<file path="src/sia_pkg.sv">
// package: constants for the status interrupt aggregator
package sia_pkg;
    // source count and bit positions of the status sources
    localparam int NUM_SRC = 10;
    localparam int SRC_XO_LOS = 0;
    localparam int SRC_REF_LOR = 1;
    localparam int SRC_APLL1_LOL = 2;
    localparam int SRC_APLL2_LOL = 3;
    localparam int SRC_DPLL_LOL0 = 4;
    localparam int SRC_DPLL_LOL_N = 3;
    localparam int SRC_HOLDOVER = 7;
    localparam int SRC_SWITCHOVER = 8;
    localparam int SRC_PHASE_LOL = 9;
    // status pins and selectable status signals per pin
    localparam int NUM_PINS = 2;
    localparam int SEL_W = 4;
    localparam int NUM_SEL = 12;
    // status select codes: 0..9 live sources, 10 interrupt, 11 const low
    localparam logic [3:0] SEL_INTR = 4'hA;
    localparam logic [3:0] SEL_ZERO = 4'hB;
    // combine modes
    localparam logic COMB_OR = 1'b0;
    localparam logic COMB_AND = 1'b1;
    // reset values
    localparam logic RST_FLAG = 1'b0;
    localparam logic RST_LIVE = 1'b0;
    // phase error width for the lock detector
    localparam int PHERR_W = 16;
endpackage

</file>
<file path="src/sia_status_interrupt_aggregator.sv">
// top: sticky interrupt flags, mask, combine and status pin routing
//
// Overview of operation
// - any status pin can carry the interrupt
// - enabled logic accepts any source combination
// - polarity high sets flag on rising edge
// - polarity low sets flag on falling edge
// - masked flags set but never drive output
// - unmasked flags combined by AND or OR
// - interrupt routable to either status pin
// - write-one clear drops output, self-clears
// - per pin select, driver type, polarity
// - phase lock loss follows hysteresis thresholds
`timescale 1ns/1ps
module sia_status_interrupt_aggregator #(
    parameter int N = sia_pkg::NUM_SRC,
    parameter int P = sia_pkg::NUM_PINS,
    parameter int PW = sia_pkg::PHERR_W
) (
    input wire logic sys_clk,
    input wire logic rst_n,
    input wire logic [N-2:0] live_status,
    input wire logic [PW-1:0] phase_err,
    input wire logic [PW-1:0] lock_thr,
    input wire logic [PW-1:0] unlock_thr,
    input wire logic intr_enable,
    input wire logic [N-1:0] src_enable,
    input wire logic [N-1:0] intr_polarity,
    input wire logic [N-1:0] intr_mask,
    input wire logic comb_and,
    input wire logic interrupt_clear,
    input wire logic [P*sia_pkg::SEL_W-1:0] pin_sel,
    input wire logic [P-1:0] pin_invert,
    input wire logic [P-1:0] pin_open_drain,
    output logic [N-1:0] sticky_flags,
    output logic [N-1:0] live_flags,
    output logic intr_out,
    output logic interrupt_clear_busy,
    output logic [P-1:0] status_pin_o,
    output logic [P-1:0] status_pin_oe
);
    typedef struct packed {
        logic [N-1:0] live;
        logic [N-1:0] flag;
        logic intr;
        logic clr_busy;
        logic [P-1:0] pin;
        logic [P-1:0] oe;
    } sia_state_s;

    sia_state_s st_r;
    sia_state_s st_nxt;
    logic ph_lost;
    logic [N-1:0] live_now;
    logic [N-1:0] edge_hit;
    logic [N-1:0] unmasked;
    logic comb_val;

    // pick one status signal by code
    function automatic logic sel_sig(input logic [3:0] code,
                                     input logic [N-1:0] lv,
                                     input logic irq);
        logic r;
        r = 1'b0;
        if (code == sia_pkg::SEL_INTR) begin
            r = irq;
        end else if (code < sia_pkg::SEL_INTR) begin
            r = lv[code];
        end
        return r;
    endfunction

    ////////////////////////////////////////////////////////////////////
    // phase lock detector feeding the last source
    sia_phase_lock #(
        .W(PW)
    ) u_phase_lock (
        .sys_clk(sys_clk),
        .rst_n(rst_n),
        .phase_err(phase_err),
        .lock_thr(lock_thr),
        .unlock_thr(unlock_thr),
        .phase_lock_lost(ph_lost)
    );

    ////////////////////////////////////////////////////////////////////
    // edge detect against previous sample, selected polarity
    assign live_now = {ph_lost, live_status};
    always_comb begin
        for (int i = 0; i < N; i++) begin
            edge_hit[i] = intr_polarity[i]
                ? (live_now[i] && !st_r.live[i])
                : (!live_now[i] && st_r.live[i]);
        end
        edge_hit = edge_hit & src_enable & {N{intr_enable}};
    end

    // unmasked reduction; masked bits neutral for the chosen gate
    always_comb begin
        unmasked = st_r.flag & ~intr_mask;
        if (comb_and == sia_pkg::COMB_AND) begin
            comb_val = (|(~intr_mask)) && &(st_r.flag | intr_mask);
        end else begin
            comb_val = |unmasked;
        end
    end

    // next state
    always_comb begin
        st_nxt = st_r;
        st_nxt.live = live_now;
        st_nxt.clr_busy = interrupt_clear;
        if (interrupt_clear) begin
            // clear drops flags, a coincident edge still lands
            st_nxt.flag = edge_hit;
            st_nxt.intr = 1'b0;
        end else begin
            st_nxt.flag = st_r.flag | edge_hit;
            st_nxt.intr = intr_enable && comb_val;
        end
        for (int p = 0; p < P; p++) begin
            st_nxt.pin[p] = sel_sig(pin_sel[p*sia_pkg::SEL_W +:
                sia_pkg::SEL_W], st_r.live, st_r.intr)
                ^ pin_invert[p];
            // open drain drives low only, push-pull always drives
            st_nxt.oe[p] = pin_open_drain[p] ? !st_nxt.pin[p] : 1'b1;
        end
    end

    // single state register
    always_ff @(posedge sys_clk or negedge rst_n) begin
        if (!rst_n) begin
            st_r <= '0;
        end else begin
            st_r <= st_nxt;
        end
    end

    ////////////////////////////////////////////////////////////////////
    // outputs, flags read without side effect
    assign sticky_flags = st_r.flag;
    assign live_flags = st_r.live;
    assign intr_out = st_r.intr;
    assign interrupt_clear_busy = st_r.clr_busy;
    assign status_pin_o = st_r.pin;
    assign status_pin_oe = st_r.oe;

    ////////////////////////////////////////////////////////////////////
    // checks
    property p_rise;
        @(posedge sys_clk) disable iff (!rst_n)
        intr_enable && src_enable[0] && intr_polarity[0]
            && $rose(live_now[0]) && !interrupt_clear |=> sticky_flags[0];
    endproperty
    a_rise: assert property (p_rise) else $error("rise flag missed");

    property p_fall;
        @(posedge sys_clk) disable iff (!rst_n)
        intr_enable && src_enable[1] && !intr_polarity[1]
            && $fell(live_now[1]) |=> sticky_flags[1];
    endproperty
    a_fall: assert property (p_fall) else $error("fall flag missed");

    property p_sticky;
        @(posedge sys_clk) disable iff (!rst_n)
        sticky_flags[2] && !interrupt_clear |=> sticky_flags[2];
    endproperty
    a_sticky: assert property (p_sticky) else $error("flag dropped");

    property p_mask;
        @(posedge sys_clk) disable iff (!rst_n)
        (&intr_mask) && !comb_and |=> !intr_out;
    endproperty
    a_mask: assert property (p_mask) else $error("masked flag fired");

    property p_or;
        @(posedge sys_clk) disable iff (!rst_n)
        intr_enable && !comb_and && |(sticky_flags & ~intr_mask)
            && !interrupt_clear |=> intr_out;
    endproperty
    a_or: assert property (p_or) else $error("or combine wrong");

    property p_clear;
        @(posedge sys_clk) disable iff (!rst_n)
        interrupt_clear |=> !intr_out && interrupt_clear_busy;
    endproperty
    a_clear: assert property (p_clear) else $error("clear failed");

    property p_selfclr;
        @(posedge sys_clk) disable iff (!rst_n)
        interrupt_clear ##1 !interrupt_clear |=> !interrupt_clear_busy;
    endproperty
    a_selfclr: assert property (p_selfclr) else $error("no self clear");

    property p_clrflags;
        @(posedge sys_clk) disable iff (!rst_n)
        interrupt_clear && !intr_enable |=> sticky_flags == '0;
    endproperty
    a_clrflags: assert property (p_clrflags) else $error("flags kept");

    property p_route;
        @(posedge sys_clk) disable iff (!rst_n)
        pin_sel[3:0] == sia_pkg::SEL_INTR && !pin_invert[0]
            |=> status_pin_o[0] == $past(intr_out);
    endproperty
    a_route: assert property (p_route) else $error("route wrong");

    c_intr: cover property (@(posedge sys_clk) disable iff (!rst_n)
        $rose(intr_out));
    c_clear: cover property (@(posedge sys_clk) disable iff (!rst_n)
        intr_out ##1 interrupt_clear);
    c_and: cover property (@(posedge sys_clk) disable iff (!rst_n)
        comb_and && intr_out);
endmodule

</file>
<file path="src/sia_phase_lock.sv">
// phase loss-of-lock detector with hysteresis
`timescale 1ns/1ps
module sia_phase_lock #(
    parameter int W = sia_pkg::PHERR_W
) (
    input wire logic sys_clk,
    input wire logic rst_n,
    input wire logic [W-1:0] phase_err,
    input wire logic [W-1:0] lock_thr,
    input wire logic [W-1:0] unlock_thr,
    output logic phase_lock_lost
);
    typedef struct packed {
        logic lost;
    } sia_pl_s;

    sia_pl_s st_r;
    sia_pl_s st_nxt;

    // clear below lock threshold, set above unlock threshold
    always_comb begin
        st_nxt = st_r;
        if (phase_err < lock_thr) begin
            st_nxt.lost = 1'b0;
        end else if (phase_err > unlock_thr) begin
            st_nxt.lost = 1'b1;
        end
    end

    // state register, starts unlocked
    always_ff @(posedge sys_clk or negedge rst_n) begin
        if (!rst_n) begin
            st_r <= '{lost: 1'b1};
        end else begin
            st_r <= st_nxt;
        end
    end

    assign phase_lock_lost = st_r.lost;

    // assertion checks
    property p_pl_set;
        @(posedge sys_clk) disable iff (!rst_n)
        (phase_err > unlock_thr) && !(phase_err < lock_thr)
            |=> phase_lock_lost;
    endproperty
    a_pl_set: assert property (p_pl_set) else $error("lock loss not set");

    property p_pl_clr;
        @(posedge sys_clk) disable iff (!rst_n)
        (phase_err < lock_thr) |=> !phase_lock_lost;
    endproperty
    a_pl_clr: assert property (p_pl_clr) else $error("lock loss not cleared");
endmodule

</file>
<file path="config.mk">
export PLATFORM = sky130hd
export DESIGN_NAME = sia_status_interrupt_aggregator
export DESIGN_NICKNAME = d
export VERILOG_FILES = /design/src/sia_pkg.sv /design/src/sia_status_interrupt_aggregator.sv /design/src/sia_phase_lock.sv
export SDC_FILE = /design/constraint.sdc
export NUM_CORES = 1
export LEC_CHECK = 0
export BUFFER_PORTS_ARGS = -buffer_cell sky130_fd_sc_hd__buf_4
export CORE_MARGIN = 5
export CORE_UTILIZATION = 47
export DETAILED_ROUTE_END_ITERATION = 16
export GPL_TIMING_DRIVEN = 0
export PLACE_DENSITY_LB_ADDON = 0.12
export SYNTH_ARGS = -nofsm -noshare
export SYNTH_HDL_FRONTEND = slang
export SYNTH_SLANG_ARGS = --single-unit
</file>
<file path="constraint.sdc">
create_clock -name sys_clk -period 2.24 [get_ports sys_clk]
set_input_delay 0.56 -clock sys_clk [delete_from_list [all_inputs] [get_ports sys_clk]]
set_output_delay 0.56 -clock sys_clk [all_outputs]
set_load 0.05 [all_outputs]
</file>
==> qor.csv <==
metric,value,unit
ys_seq_elements,27,
dr.pass1.iters,4,
die_height,77.53,um
synth-compound-area-share,0.1763,
wl_met1,2.287,mm
slew_viol_final,0,
clock_path_buffers,2,
critical_path_arrival,1.90,ns
drtIter0Drc,99,
hpwlAfterDp,5.430,mm
finalSetupViolations,0,
synthAdderAreaFrac,0.1810,
gp_congestion,0.8601,
synth_nets,387,
post-synth-top-count-cell,inv_1,
wl_met3,490,um
cts_buffers,3,
drc,0,
peakVddDrop,0.2465,mV
start_util,0.4889,
grt_max_degree,28,
skew,0.006819,ns
synth.area.mux_share,0.05838,
syn_inst,252,
synthDistinctLibCells,34,
synth_top_family_by_area,simple AND/OR/NAND/NOR gates,
fin_util,0.7349,
layout.nets,521,
grt_pass1_wl,9.984,mm
netlist_area,2143,um^2
ys_seq_area_frac,0.3158,
postSynthAreaPerCell,8.505,um^2
dr_wl_met2,3.356,mm
rsz0062_at_grt,false,
yosysTopAreaCellShare,0.3036,
rows,24,
postCtsSetupBuffers,0,
netlist_top_cells_count,"inv_1 (43), ha_1 (31), nand2_1 (27), dfrtp_1 (26), o21ai_0 (25)",
yosys_warnings,0,
wl_per_cell,14.28,um
htreeDepth,1,
fin_crit_sh,0.7610,
drv_cap,0,
clkLatencyLatePin,0.27,ns
hold_buffers,0,
tightest_slew,0.4446,ns
fin_ws,0.5353,ns
critPathMaxFanout,3,
area_growth,50.32,%
drive_gt1_frac,0.3610,
async_reset_ff_frac,1.000,
grtUsageTotal,0.2014,
crit_path_start,phase_err[14],
fp.dieW,77.53,um
synth.area.top_cells,"dfrtp_1 (30%), ha_1 (18%), inv_1 (7.5%), o21ai_0 (5.8%), mux4_1 (4.9%)",
via_per_inst,5.368,
crit_required,2.43,ns
end_kind,flop,
antenna_found_initial,0,
antenna_cells,0,
ant_nets,0,
globalRouteOverflowTotal,0,
fmax,586.6,MHz
cts_root_buf,clkbuf_8,
synth_top_flop_cell,dfrtp_1,
grt_pass1_vias,2314,
core_area,4384,um^2
dieArea,6011,um^2
cts_tree,done,
hold_viol_final,0,
tns,0,ns
routed_wl,6.239,mm
r2r-start,live_flags[1],
start_kind,input pin,
min_period,1.705,ns
synth_top_cell_by_area,dfrtp_1,
clock_sinks,27,
io_pins,130,
cellPowerDensity,434.1,nW/um^2
place_ws,0.2901,ns
via_count,2346,
max_slew_margin,0.7036,
cts.clk_slew.worst_paths,0.09,ns
synth_xor_area_frac,0.008173,
post_cts_resized,0,
outcome,completed,
dr.max_layer_used,met4,
synth_edf_count,0,
power.leakage,1.726,nW
yosys.area_share.simple,0.1816,
port_buffers,129,
hold_class,in2async,
path_class,in2reg,
==> cell families after synthesis <==
| group | after synthesis |
|---|---|
| AOI/OAI and AO/OA | 59 |
| xor gates and xnor gates | 2 |
| adders and majority gates | 31 |
| buffers and inverters | 45 |
| DFF | 27 |
| muxes | 6 |
| and+or+nand+nor | 82 |
==> power by group <==
part	leakage (nW)	total (mW)	internal (mW)	switching [mW]
Clock	0.0228	0.275	0.128	0.147
Combinational	1.37	0.570	0.267	0.303
Sequential	0.333	0.554	0.524	0.0300
==> placed cells by master (no fill, tap or decap), types with 6 or more instances in the layout <==
cell type,synthesis,routed
dfrtp_1,26,26
inv_1,43,43
nor2_1,20,20
a21oi_1,8,8
nand3_1,12,12
o22ai_1,8,8
nand2_1,27,27
ha_1,31,31
buf_4,0,129
o21ai_0,25,25
nand4_1,6,6
==> area by class of cell <==
| type | count | area (um^2) |
|---|---|---|
| inverters | 43 | 161.4 |
| fillers | 358 | 1162 |
| plain buffers | 2 | 7.507 |
| well taps | 52 | 65.06 |
| flip-flops and latches | 27 | 676.9 |
| clock buffers | 4 | 45.04 |
| multi-input cells | 180 | 1297 |
| repair buffers | 129 | 968.4 |
==> critical path, cell delays in order <==
cell	delay (ns)
buf_4	0.12
ha_1	0.32
a21oi_1	0.16
nand2_1	0.09
a2111oi_0	0.43
a311o_1	0.17
a21oi_1	0.05
==> flip-flops by register name (all words and copies together), names as in the netlist <==
name / flops
live_flags: 10
sticky_flags: 10
status_pin_oe: 2
u_phase_lock.phase_lock_lost: 1
status_pin_o: 2
intr_out: 1
interrupt_clear_busy: 1
==> per-layer routing <==
layer / GRT usage / up-vias
met4: 0.06529 / 0
met1: 0.2099 / 1079
li1: - / 1158
met5: 0 / -
met3: 0.03704 / 9
met2: 0.3981 / 100
==> stage by stage <==
| step | power [mW] | std cells | hold slack, ns | cell area, um^2 |
|---|---|---|---|---|
| after global routing | 1.488 | 437 | 0.2048 | 3222 |
| after global placement | 1.122 | 433 | 0.4171 | 3177 |
| after detailed placement | 1.134 | 433 | 0.4233 | 3177 |
| final | 1.399 | 437 | 0.1802 | 3222 |
| after floorplan | 0.8578 | 252 | 0.2644 | 2143 |
| after CTS | 1.407 | 437 | 0.1913 | 3222 |
==> worst paths after layout <==
check	endpoint	cells after the start	slack, ns
worst min-delay path	status_pin_oe[0]	1	0.18
worst max-delay path	u_phase_lock.phase_lock_lost	7	0.54
worst min register to register	live_flags[9]	0	0.43
worst max register to register	status_pin_oe[0]	5	0.73
min in group sys_clk	live_flags[8]	1	0.40
max in group asynchronous	u_phase_lock.phase_lock_lost	1	1.75
(Power assumes the default switching activity.)
